==> src/hdl/sih_pkg.sv <==
// constants, types and pin bundle for the serial interrupt host controller
package sih_pkg;

    // cycle shape
    localparam int unsigned FRAME_COUNT    = 17;
    localparam int unsigned IRQ_COUNT      = 16;
    localparam int unsigned START_MIN_W    = 4;
    localparam int unsigned START_MAX_W    = 8;
    localparam int unsigned STOP_QUIET_W   = 2;
    localparam int unsigned STOP_CONT_W    = 3;
    localparam int unsigned DATA_CLOCKS    = 3 * FRAME_COUNT + 1;
    localparam int unsigned LATENCY_MAX    = 96;

    // clock
    localparam real         CLK_PERIOD_NS  = 100.0;

    // reset values
    localparam logic        QUIET_RESET    = 1'b0;
    localparam logic [15:0] IRQ_RESET      = 16'hFFFF;

    // phase of a data frame
    localparam logic [1:0]  PH_SAMPLE      = 2'h0;
    localparam logic [1:0]  PH_RECOVER     = 2'h1;
    localparam logic [1:0]  PH_TURN        = 2'h2;

    typedef enum logic [6:0] {
        ST_IDLE       = 7'h01,
        ST_START_LOW  = 7'h02,
        ST_START_HIGH = 7'h04,
        ST_DATA       = 7'h08,
        ST_STOP_LOW   = 7'h10,
        ST_STOP_HIGH  = 7'h20,
        ST_GAP        = 7'h40
    } sih_state_t;

    // drive side of the shared interrupt wire
    typedef struct packed {
        logic oe;
        logic out;
    } sih_drive_t;

endpackage : sih_pkg

==> src/hdl/sih_host.sv <==
// host controller for the single-wire serialized interrupt bus
//
// Operation
// - no start frame while a cycle runs; bus idle only between stop and start.
// - host holds start low so the total pulse is 4 to 8 clocks, then one high.
// - in continuous mode only the host starts frames, optionally back to back.
// - mode changes only in stop frame; its width sets the next mode.
// - stop low 2 clocks means quiet mode, 3 clocks means continuous mode.
// - next start no earlier than second clock after stop rising edge.
// - only the host ends a cycle, with a 2 or 3 clock stop frame.
// - delivery latency may reach 96 clocks with seventeen frames.
// - hold end-of-interrupt and in-service reads behind the cycle latency; only eoi_grant is held here, until idle with no start pending.
// - drive and sample the line only on the rising clock edge.
// - line tri-stated in reset; continuous mode after reset.
// - host runs a first cycle after reset to collect default levels.
`timescale 1ns/1ps

module sih_host (
    // clock, reset, enable
    input  wire logic               ref_clk,
    input  wire logic               reset,
    input  wire logic               ce,
    // shared interrupt wire
    input  wire logic               serial_interrupt_line,
    output sih_pkg::sih_drive_t     line_drv,
    // host controls
    input  wire logic               start_req,
    input  wire logic               run_continuous,
    input  wire logic               quiet_sel,
    input  wire logic [3:0]         start_width,
    // collected levels and status
    output logic [15:0]             irq_level,
    output logic                    quiet_mode,
    output logic                    cycle_active,
    output logic                    cycle_done,
    // end-of-interrupt gating
    input  wire logic               eoi_req,
    output logic                    eoi_grant
);

    sih_pkg::sih_state_t state;
    logic [3:0]          cnt;
    logic [3:0]          stop_w;
    logic [1:0]          phase;
    logic [4:0]          fidx;
    logic                start_pending;
    logic                dev_start;
    logic                host_start;
    logic [3:0]          start_w;
    logic [3:0]          hlow;

    // width outside the legal span is clamped rather than trusted
    function automatic logic [3:0] clamp_width(input logic [3:0] w);
        if (w < 4'(sih_pkg::START_MIN_W)) begin
            clamp_width = 4'(sih_pkg::START_MIN_W);
        end else if (w > 4'(sih_pkg::START_MAX_W)) begin
            clamp_width = 4'(sih_pkg::START_MAX_W);
        end else begin
            clamp_width = w;
        end
    endfunction : clamp_width

    assign start_w = clamp_width(start_width);

    // a low line while idle in quiet mode is a device start pulse
    assign dev_start  = (state == sih_pkg::ST_IDLE) && quiet_mode
                        && !serial_interrupt_line;
    assign host_start = (state == sih_pkg::ST_IDLE) && !dev_start
                        && (start_pending || run_continuous);

    // sequencer
    always_ff @(posedge ref_clk) begin
        if (reset) begin
            state <= sih_pkg::ST_IDLE;
            cnt   <= 4'h0;
            phase <= 2'h0;
            fidx  <= 5'h00;
        end else if (ce) begin
            case (state)
                sih_pkg::ST_IDLE: begin
                    if (dev_start) begin
                        state <= sih_pkg::ST_START_LOW;
                        cnt   <= 4'h1;
                    end else if (host_start) begin
                        state <= sih_pkg::ST_START_LOW;
                        cnt   <= 4'h0;
                    end
                end
                sih_pkg::ST_START_LOW: begin
                    if (cnt + 4'h1 >= start_w) begin
                        state <= sih_pkg::ST_START_HIGH;
                    end
                    cnt <= cnt + 4'h1;
                end
                sih_pkg::ST_START_HIGH: begin
                    state <= sih_pkg::ST_DATA;
                    phase <= sih_pkg::PH_TURN;
                    fidx  <= 5'h00;
                end
                sih_pkg::ST_DATA: begin
                    case (phase)
                        sih_pkg::PH_TURN: begin
                            if (fidx == 5'(sih_pkg::FRAME_COUNT)) begin
                                state <= sih_pkg::ST_STOP_LOW;
                                cnt   <= 4'h0;
                            end
                            phase <= sih_pkg::PH_SAMPLE;
                        end
                        sih_pkg::PH_SAMPLE: begin
                            phase <= sih_pkg::PH_RECOVER;
                            fidx  <= fidx + 5'h01;
                        end
                        default: begin
                            phase <= sih_pkg::PH_TURN;
                        end
                    endcase
                end
                sih_pkg::ST_STOP_LOW: begin
                    if (cnt + 4'h1 >= stop_w) begin
                        state <= sih_pkg::ST_STOP_HIGH;
                    end
                    cnt <= cnt + 4'h1;
                end
                sih_pkg::ST_STOP_HIGH: begin
                    state <= sih_pkg::ST_GAP;
                end
                sih_pkg::ST_GAP: begin
                    state <= sih_pkg::ST_IDLE;
                end
                default: begin
                    state <= sih_pkg::ST_IDLE;
                end
            endcase
        end
    end

    // stop width chosen as the stop frame begins
    always_ff @(posedge ref_clk) begin
        if (reset) begin
            stop_w <= 4'(sih_pkg::STOP_CONT_W);
        end else if (ce && state == sih_pkg::ST_DATA && phase == sih_pkg::PH_TURN
                     && fidx == 5'(sih_pkg::FRAME_COUNT)) begin
            stop_w <= quiet_sel ? 4'(sih_pkg::STOP_QUIET_W)
                                : 4'(sih_pkg::STOP_CONT_W);
        end
    end

    // mode switches only as the stop pulse ends
    always_ff @(posedge ref_clk) begin
        if (reset) begin
            quiet_mode <= sih_pkg::QUIET_RESET;
        end else if (ce && state == sih_pkg::ST_STOP_LOW && cnt + 4'h1 >= stop_w) begin
            quiet_mode <= (stop_w == 4'(sih_pkg::STOP_QUIET_W));
        end
    end

    // pending host start; first cycle after reset is forced, new request beats take
    always_ff @(posedge ref_clk) begin
        if (reset) begin
            start_pending <= 1'b1;
        end else if (ce) begin
            start_pending <= (start_pending && !(host_start || dev_start)) || start_req;
        end
    end

    // sample clock of frame N is 3N-1 after the start rising edge
    always_ff @(posedge ref_clk) begin
        if (reset) begin
            irq_level <= sih_pkg::IRQ_RESET;
        end else if (ce && state == sih_pkg::ST_DATA && phase == sih_pkg::PH_SAMPLE
                     && fidx < 5'(sih_pkg::IRQ_COUNT)) begin
            irq_level[fidx[3:0]] <= serial_interrupt_line;
        end
    end

    always_ff @(posedge ref_clk) begin
        if (reset) begin
            cycle_done <= 1'b0;
        end else if (ce) begin
            cycle_done <= (state == sih_pkg::ST_STOP_HIGH);
        end
    end

    // helper: consecutive clocks the host has driven low
    always_ff @(posedge ref_clk) begin
        if (reset) begin
            hlow <= 4'h0;
        end else if (ce) begin
            hlow <= (line_drv.oe && !line_drv.out) ? hlow + 4'h1 : 4'h0;
        end
    end

    // line drive; released in reset, idle, data and gap
    always_comb begin
        line_drv.oe  = 1'b0;
        line_drv.out = 1'b1;
        case (state)
            sih_pkg::ST_START_LOW, sih_pkg::ST_STOP_LOW: begin
                line_drv.oe  = !reset;
                line_drv.out = 1'b0;
            end
            sih_pkg::ST_START_HIGH, sih_pkg::ST_STOP_HIGH: begin
                line_drv.oe  = !reset;
                line_drv.out = 1'b1;
            end
            default: begin
                line_drv.oe  = 1'b0;
                line_drv.out = 1'b1;
            end
        endcase
    end

    assign cycle_active = (state != sih_pkg::ST_IDLE) && (state != sih_pkg::ST_GAP);
    // eoi held until the bus is quiet so it cannot pass a pending change
    assign eoi_grant = eoi_req && (state == sih_pkg::ST_IDLE) && !start_pending
                       && !dev_start;

    a_reset_release: assert property (
        @(posedge ref_clk) disable iff (reset) $past(reset) |-> !line_drv.oe)
        else $error("line driven right after reset");

    a_start_width: assert property (
        @(posedge ref_clk) disable iff (reset || !ce)
        (state == sih_pkg::ST_START_HIGH) |-> (hlow >= 4'h3 && hlow <= 4'h8))
        else $error("start pulse width out of range");

    a_start_high_one: assert property (
        @(posedge ref_clk) disable iff (reset || !ce)
        (state == sih_pkg::ST_START_HIGH) |-> line_drv.oe && line_drv.out
        ##1 !line_drv.oe)
        else $error("start pulse not ended by one high clock");

    a_data_released: assert property (
        @(posedge ref_clk) disable iff (reset || !ce)
        (state == sih_pkg::ST_DATA) |-> !line_drv.oe)
        else $error("host drove the line in a data frame");

    a_cycle_length: assert property (
        @(posedge ref_clk) disable iff (reset || !ce)
        (state == sih_pkg::ST_START_HIGH) |-> ##53 (state == sih_pkg::ST_STOP_LOW))
        else $error("stop frame not after seventeen frames");

    a_stop_width: assert property (
        @(posedge ref_clk) disable iff (reset || !ce)
        (state == sih_pkg::ST_STOP_HIGH) |-> (hlow == stop_w)
        && (hlow == 4'h2 || hlow == 4'h3))
        else $error("stop pulse width wrong");

    a_mode_from_stop: assert property (
        @(posedge ref_clk) disable iff (reset || !ce)
        $rose(cycle_done) |-> quiet_mode == (stop_w == 4'h2))
        else $error("mode does not follow stop width");

    a_gap_spacing: assert property (
        @(posedge ref_clk) disable iff (reset || !ce)
        (state == sih_pkg::ST_STOP_HIGH) |=> (state == sih_pkg::ST_GAP) && !line_drv.oe)
        else $error("start allowed too early after stop");

    a_no_start_active: assert property (
        @(posedge ref_clk) disable iff (reset || !ce)
        (state == sih_pkg::ST_DATA) |=> (state != sih_pkg::ST_START_LOW))
        else $error("start frame inside an active cycle");

    a_reset_drive: assert property (
        @(posedge ref_clk) reset |-> !line_drv.oe)
        else $error("line driven while in reset");

    // first ce edge out of reset must launch the collecting cycle
    a_first_cycle: assert property (
        @(posedge ref_clk) disable iff (reset)
        $past(reset) && ce |=> (state == sih_pkg::ST_START_LOW))
        else $error("no host cycle right after reset");

    // a device low clock counts as the first clock of the start pulse
    a_dev_takeover: assert property (
        @(posedge ref_clk) disable iff (reset || !ce)
        dev_start |=> (state == sih_pkg::ST_START_LOW) && (cnt == 4'h1))
        else $error("device start not taken over");

    // continuous mode: a low wire alone never starts a cycle
    a_cont_passive: assert property (
        @(posedge ref_clk) disable iff (reset || !ce)
        (state == sih_pkg::ST_IDLE) && !quiet_mode && !start_pending && !run_continuous
        |=> (state == sih_pkg::ST_IDLE))
        else $error("cycle started with nothing pending in continuous mode");

    a_mode_in_stop: assert property (
        @(posedge ref_clk) disable iff (reset || !ce)
        (state != sih_pkg::ST_STOP_LOW) |=> $stable(quiet_mode))
        else $error("mode changed outside the stop frame");

    a_level_sampled: assert property (
        @(posedge ref_clk) disable iff (reset || !ce)
        !(state == sih_pkg::ST_DATA && phase == sih_pkg::PH_SAMPLE)
        |=> $stable(irq_level))
        else $error("level captured outside a sample clock");

    a_eoi_held: assert property (
        @(posedge ref_clk) disable iff (reset || !ce)
        cycle_active |-> !eoi_grant)
        else $error("end-of-interrupt granted during a cycle");

endmodule : sih_host

==> config.mk <==
export PLATFORM = sky130hd
export DESIGN_NAME = sih_host
export DESIGN_NICKNAME = d
export VERILOG_FILES = /design/src/hdl/sih_pkg.sv /design/src/hdl/sih_host.sv
export SDC_FILE = /design/constraint.sdc
export NUM_CORES = 1
export LEC_CHECK = 0
export ABC_AREA = 1
export BUFFER_PORTS_ARGS = -buffer_cell sky130_fd_sc_hd__buf_4
export CAP_MARGIN = 20
export CORE_AREA = 2 2 73 75
export DETAILED_ROUTE_END_ITERATION = 10
export DIE_AREA = 0 0 75 77
export GPL_ROUTABILITY_DRIVEN = 0
export RECOVER_POWER = 100
export REMOVE_ABC_BUFFERS = 1
export SYNTH_ARGS = -nofsm -noshare
export SYNTH_HDL_FRONTEND = slang
export SYNTH_SLANG_ARGS = --single-unit
==> constraint.sdc <==
create_clock -name ref_clk -period 5.9 [get_ports ref_clk]
set_input_delay 0.59 -clock ref_clk [delete_from_list [all_inputs] [get_ports ref_clk]]
set_output_delay 0.59 -clock ref_clk [all_outputs]
set_load 0.05 [all_outputs]
# Word-level counts from Yosys, hierarchy flattened
# Index checks and enable logic that the tools add are counted.
word_totals:
  reg_bits: 41
  input_bits: 12
op_classes:
  add_sub_neg: 2
  n_lt_le_gt_ge: 7
  eq_ne: 17
  n_mux: 23
  n_reduce_logical: 34
ops:
  columns: ["operator", "n"]
  rows:
  - ["7-bit 2-to-1 mux", 6]
  - ["7-bit case mux with 6 select lines", 1]
  - ["4-bit 2-to-1 mux", 6]
  - ["1-bit logical AND", 17]
  - ["16-bit bitwise mux", 1]
  - ["2-bit case mux with 2 select lines", 3]
  - ["4-bit case mux with 3 select lines", 1]
  - ["5-bit case mux with 2 select lines", 1]
  - ["4-bit greater-or-equal comparator", 2]
  - ["7-bit by 1-bit == test with 1-bit output, second input constant", 1]
  - ["7-bit by 2-bit == test with 1-bit output, second input constant", 1]
  - ["7-bit by 3-bit == test with 1-bit output, second input constant", 1]
  - ["7-bit by 4-bit == test with 1-bit output, second input constant", 1]
  - ["7-bit by 5-bit == test with 1-bit output, second input constant", 1]
  - ["7-bit by 6-bit == test with 1-bit output, second input constant", 1]
  - ["7-bit by 1-bit != test with 1-bit output, second input constant", 1]
  - ["7-bit != test, second input constant", 1]
  - ["2-bit != test, second input constant", 3]
  - ["6-bit AND reduction", 1]
  - ["5-bit by 1-bit adder with 5-bit output, second input constant", 1]
  - ["5-bit == test, second input constant", 1]
  - ["1-bit logical NOT", 5]
  - ["4-bit by 5-bit < comparator with 1-bit output, second input constant", 1]
  - ["5-bit < comparator, second input constant", 1]
  - ["other kinds (19)", 24]

# Longest topological paths before layout
depth:
  depth_word: 10
  mapped_depth: 15
  depth_no_buf: 15

# Worst setup path after synthesis
# Ideal clock, no wire load.
synth_path:
  path_kind: "reg2out"
  from: "register state[6]"
  to: "output line_drv[1] (netlist name)"
  arrival_time_ns: 1.924
  required_time_ns: 5.310
  path_slack_ns: 3.386
  path_stages_with_launch: 6
  path_buffers: 0
  path_cell_list: "dfxtp_1 -> inv_1 -> nand2_4 -> nor2_1 -> nor2_1 -> a21oi_1"
synth_lines:
  columns: ["element", "line", "source"]
  rows:
  - ["start, declared", "sih_host.sv:41", "sih_pkg::sih_state_t state;"]
  - ["start signal, assigned", "sih_host.sv:74", "state <= sih_pkg::ST_IDLE;"]
  - ["start signal, assigned", "sih_host.sv:82", "state <= sih_pkg::ST_START_LOW;"]
  - ["start signal, assigned", "sih_host.sv:85", "state <= sih_pkg::ST_START_LOW;"]
  - ["end, declared", "sih_host.sv:25", "output sih_pkg::sih_drive_t line_drv,"]

# Final worst setup path
layout_path:
  from: "register state[4]"
  to: "register irq_level[13]"
layout_via:
  elab_chain_len: 4
layout_lines:
  columns: ["element", "line", "source"]
  rows:
  - ["7-bit by 4-bit == test with 1-bit output", "sih_host.sv:170", "end else if (ce && state == sih_pkg::ST_DATA && phase == sih_pkg::PH_SAMPLE"]
  - ["1-bit logical AND (2 in series)", "sih_host.sv:170", null]
  - ["1-bit logical AND", "sih_host.sv:171", "&& fidx < 5'(sih_pkg::IRQ_COUNT)) begin"]
  - ["end signal, assigned", "sih_host.sv:169", "irq_level <= sih_pkg::IRQ_RESET;"]
  - ["end signal, assigned by index", "sih_host.sv:172", "irq_level[fidx[3:0]] <= serial_interrupt_line;"]
  - ["end, declared", "sih_host.sv:32", "output logic [15:0] irq_level,"]
# No other way between the ends.
# A chain may end at the register's enable or synchronous reset.

==> summary by stage <==
Outcome
The flow ran to the end, but the final reports show violations. The final reports fail on capacitance limit, slew limit.

Synth
The netlist area before placement is 2200 um2. By area the synthesized netlist is led by dfxtp_1, nand2_1, nand3_1. The area fraction of the dominant cell type after synthesis is 34.6%.

The fraction of the mapped netlist area in compound gates is 7.17%. The mux contribution to synthesized area is 0%. For this run, the leading register cell type out of synthesis is dfxtp_1. The adder and majority gate portion of the synthesized area is 5.69%. The synthesized area per cell is 6.56 um2. The fraction of registers with async set/reset is 0%. The total of warnings raised by yosys is 0. The number of different library cells in the post-synthesis netlist is 28.

Summed over all instances, the cell type with the most area after synthesis is dfxtp_1. The synthesized design contains 38 register bits. The simple-gate portion of the synthesized area is 42.5%. After technology mapping, the gate count stands at 335. By area, the combinational part of the netlist is dominated by simple AND/OR/NAND/NOR gates. The count of flip-flops with a built-in enable after synthesis is 0.

Sequential elements use 34.6% of the synthesized area. Summing the areas of all xor and xnor instances in the mapped netlist gives 1.20% of the synthesized area.

Detailed routing
In the routed design, unresolved DRC markers number 0. After detailed routing, the total wire length is 5070 um. After detailed routing, the number of vias per cell comes to 4.83. The number of iterations in the first detailed-routing pass is 4. Detailed routing inserted a total of 2110 vias. The post-detailed-route wirelength per cell is 11.6 um. In this run the remaining antenna-violating nets after routing total 0. After the first detailed-routing iteration, the DRC count stood at 143.

Clock tree
The maximum buffer depth of the clock tree is 2. The number of sinks driven by the clock tree is 38. The clock latency at the later pin of the worst-skew pair is 0.30 ns. The number of resized instances in the post-cts repair step is 0. Clock tree synthesis inserted a total of 5 buffers. In this run, post-CTS hold repair placed 0 buffers. TritonCTS built the clock tree. The H-tree was split into 2 levels.

The cell at the root of the clock tree is clkbuf_8. After clock tree synthesis, the setup repair step added 0 buffers. After clock tree synthesis, the clock-pin slew on the worst setup and hold paths is 0.08 ns.

Setup path
The count of cell instances traversed by the critical path is 10. The maximum fanout along the worst path is 32. Data on the critical path is required at its endpoint by 6.06 ns. The kind of critical path is flip-flop to flip-flop. The worst setup path is launched from a flip-flop.

The maximum single-stage delay on the critical path is 1.25 ns. Traced cell by cell, the critical path runs through nor2_1 > nand2_4 > nor2_1 > clkinvlp_2 > nor2_4 > nand2_1 > nor2_1 > nand2_1 > nand2_1 > nand3_1. The logic depth of the worst register-to-register path is 10. The slowest cell on the critical path is nor2_1. The type of element capturing the critical path is a flip-flop.

The buffering stage count on the worst path with inverters included is 1. The family with the most delay on the worst path is simple AND/OR/NAND/NOR gates. Data arrives at the worst endpoint at 3.73 ns.

Run
The tool flagged a number of max-cap violations equal to 1.

Die
The floorplan step defined a core boundary enclosing 4980 um2. The initial core utilization is 44.2%. The die outline width is 75 um. The die covers 5780 um2. The die is 77 um tall. The number of top-level design ports is 34. Row generation in the floorplan step produced 26 rows.

Timing
The worst path uses 60.4% of the clock period. The count of endpoints failing hold in the final timing report is 0. Static timing analysis puts the maximum clock frequency at 0.281 GHz. The final-report max-slew violation count is 33.

The setup TNS after final layout is 0 ns. The measured slew at the worst slew-check pin is 1.68 ns. Setup repair after global routing left no endpoint under its margin.

For the final database, setup skew stands at 0.0129 ns. Once routing completed, OpenROAD measured the worst setup slack at 2.34 ns. The smallest clock period supported by the final layout is computed as 3.56 ns. The worst max-slew margin expressed relative to the limit is -12.3%. The final count of negative-setup-slack endpoints is 0.

Global routing
The total overflow left after global routing is 0. Entering global routing, the biggest net connects 33 pins. The first global-routing pass estimated 8870 um of wire.

The number of global-route vias before repair is 1906. The number of antenna violations at the first check in global routing is 0. Global routing consumed, over all layers together, 19.8% of the routing resources.

Hold path
The worst min-delay path class is flip-flop to flip-flop. Counting instances, the worst hold path has a depth of 2.

Pwr
The leakage power summed over all cells is 1.13 nW. Power spread over the standard cell area amounts to 261 nW/um2. The worst supply voltage drop on vdd is 0.127 mV.

Finish
Compared with the post-synthesis result, the final layout area differs by 12.7%. The filler cells instantiated in the layout total 558. 0 antenna diodes ended up in the layout. For this run, the post-layout net count is 388. The fraction of layout cells with a size suffix above 1 is 6.81%.

Placed design
Before CTS, the worst setup slack after placement is 3.68 ns. After legalization and detailed placement, the total HPWL measured 3650 um. Buffers placed on the I/O ports in this run total 33.
-- per-layer routing --
layer	routed length (um)	GRT usage, %	vias up
met1	2630	28.4	941
met3	164	4.34	7
met5	0	0	-
met2	2190	28.4	32
li1	-	-	1130
met4	87	7.50	0
-- area by class of cell --
cell class                 count  area (um2)  area share, %
clock buffer                   5        68.8           2.78
clock inverter                 3        68.8           2.78
inverter                      35         133           5.35
multi-input combinational    253        1190           48.2
sequential                    38         761           30.7
tap                           70        87.6           3.54
timing repair buffer          33         165           6.67
-- through the flow --
step | util [%] | cells | total power [mW] | hold slack (ns) | instance area (um2)
after floorplan | - | 326 | 0.356 | 0.436 | 2140
after global placement | 49.7 | 429 | 0.387 | 0.442 | 2470
after detailed placement | 49.7 | 429 | 0.388 | 0.443 | 2470
after CTS | 52.5 | 437 | 0.660 | 0.464 | 2610
after global routing | 49.8 | 437 | 0.684 | 0.488 | 2480
final | 49.8 | 437 | 0.646 | 0.461 | 2480
-- worst min-delay path: cells and delay by family, from the launching register on --
kind / cells / cell delay [ns]
DFF: 1 / 0.33
and+or+nand+nor: 2 / 0.10
-- placed cells by master, fill, tap and decap left out, types with 5 or more instances in the layout --
cell type   n
nand2_1    86
nor2_1     63
nand3_1    53
dfxtp_1    38
inv_1      32
clkbuf_1   22
a21oi_1    19
buf_4      11
ha_1       10
o21ai_0     8
clkbuf_8    5
-- where the power goes --
part	switching [mW]	total (mW)	leakage [nW]	internal, mW
sequential	0.00903	0.274	0.309	0.265
combinational	0.0680	0.101	0.756	0.0333
clock	0.101	0.270	0.0683	0.169
total	0.178	0.646	1.13	0.468
-- Yosys cell counts (all sizes together) (2+ instances only) --
library cell  instances
a21oi                19
buf                   3
clkbuf                6
dfxtp                38
ha                   10
inv                  34
nand2                88
nand3                53
nand4                 3
nor2                 64
o21ai                 8
xor2                  2
-- worst paths after layout --
path	start	endpoint	slack, ns
worst min-delay path	irq_level[11]	irq_level[11]	0.46
worst max register to register	state[4]	irq_level[13]	2.34
worst max-delay path	state[4]	irq_level[13]	2.34
worst min register to register	irq_level[11]	irq_level[11]	0.46
-- flip-flops by register name (all words and copies together) (netlist names) --
name and count:
cnt 4, start_pending 1, quiet_mode 1, irq_level 16, phase 2, stop_w 1, cycle_done 1, fidx 5
state 7
-- kinds of logic (layout without fill, tap and decap cells) --
kind of cell | after synthesis | in the layout
AO/OA/AOI/OAI | 30 | 30
XOR/XNOR | 3 | 3
adder cells (fa/ha/maj) | 10 | 10
buffers and inverters | 44 | 76
flip-flops | 38 | 38
AND/OR/NAND/NOR | 210 | 210
No activity file was read; power rests on OpenSTA's default activity.
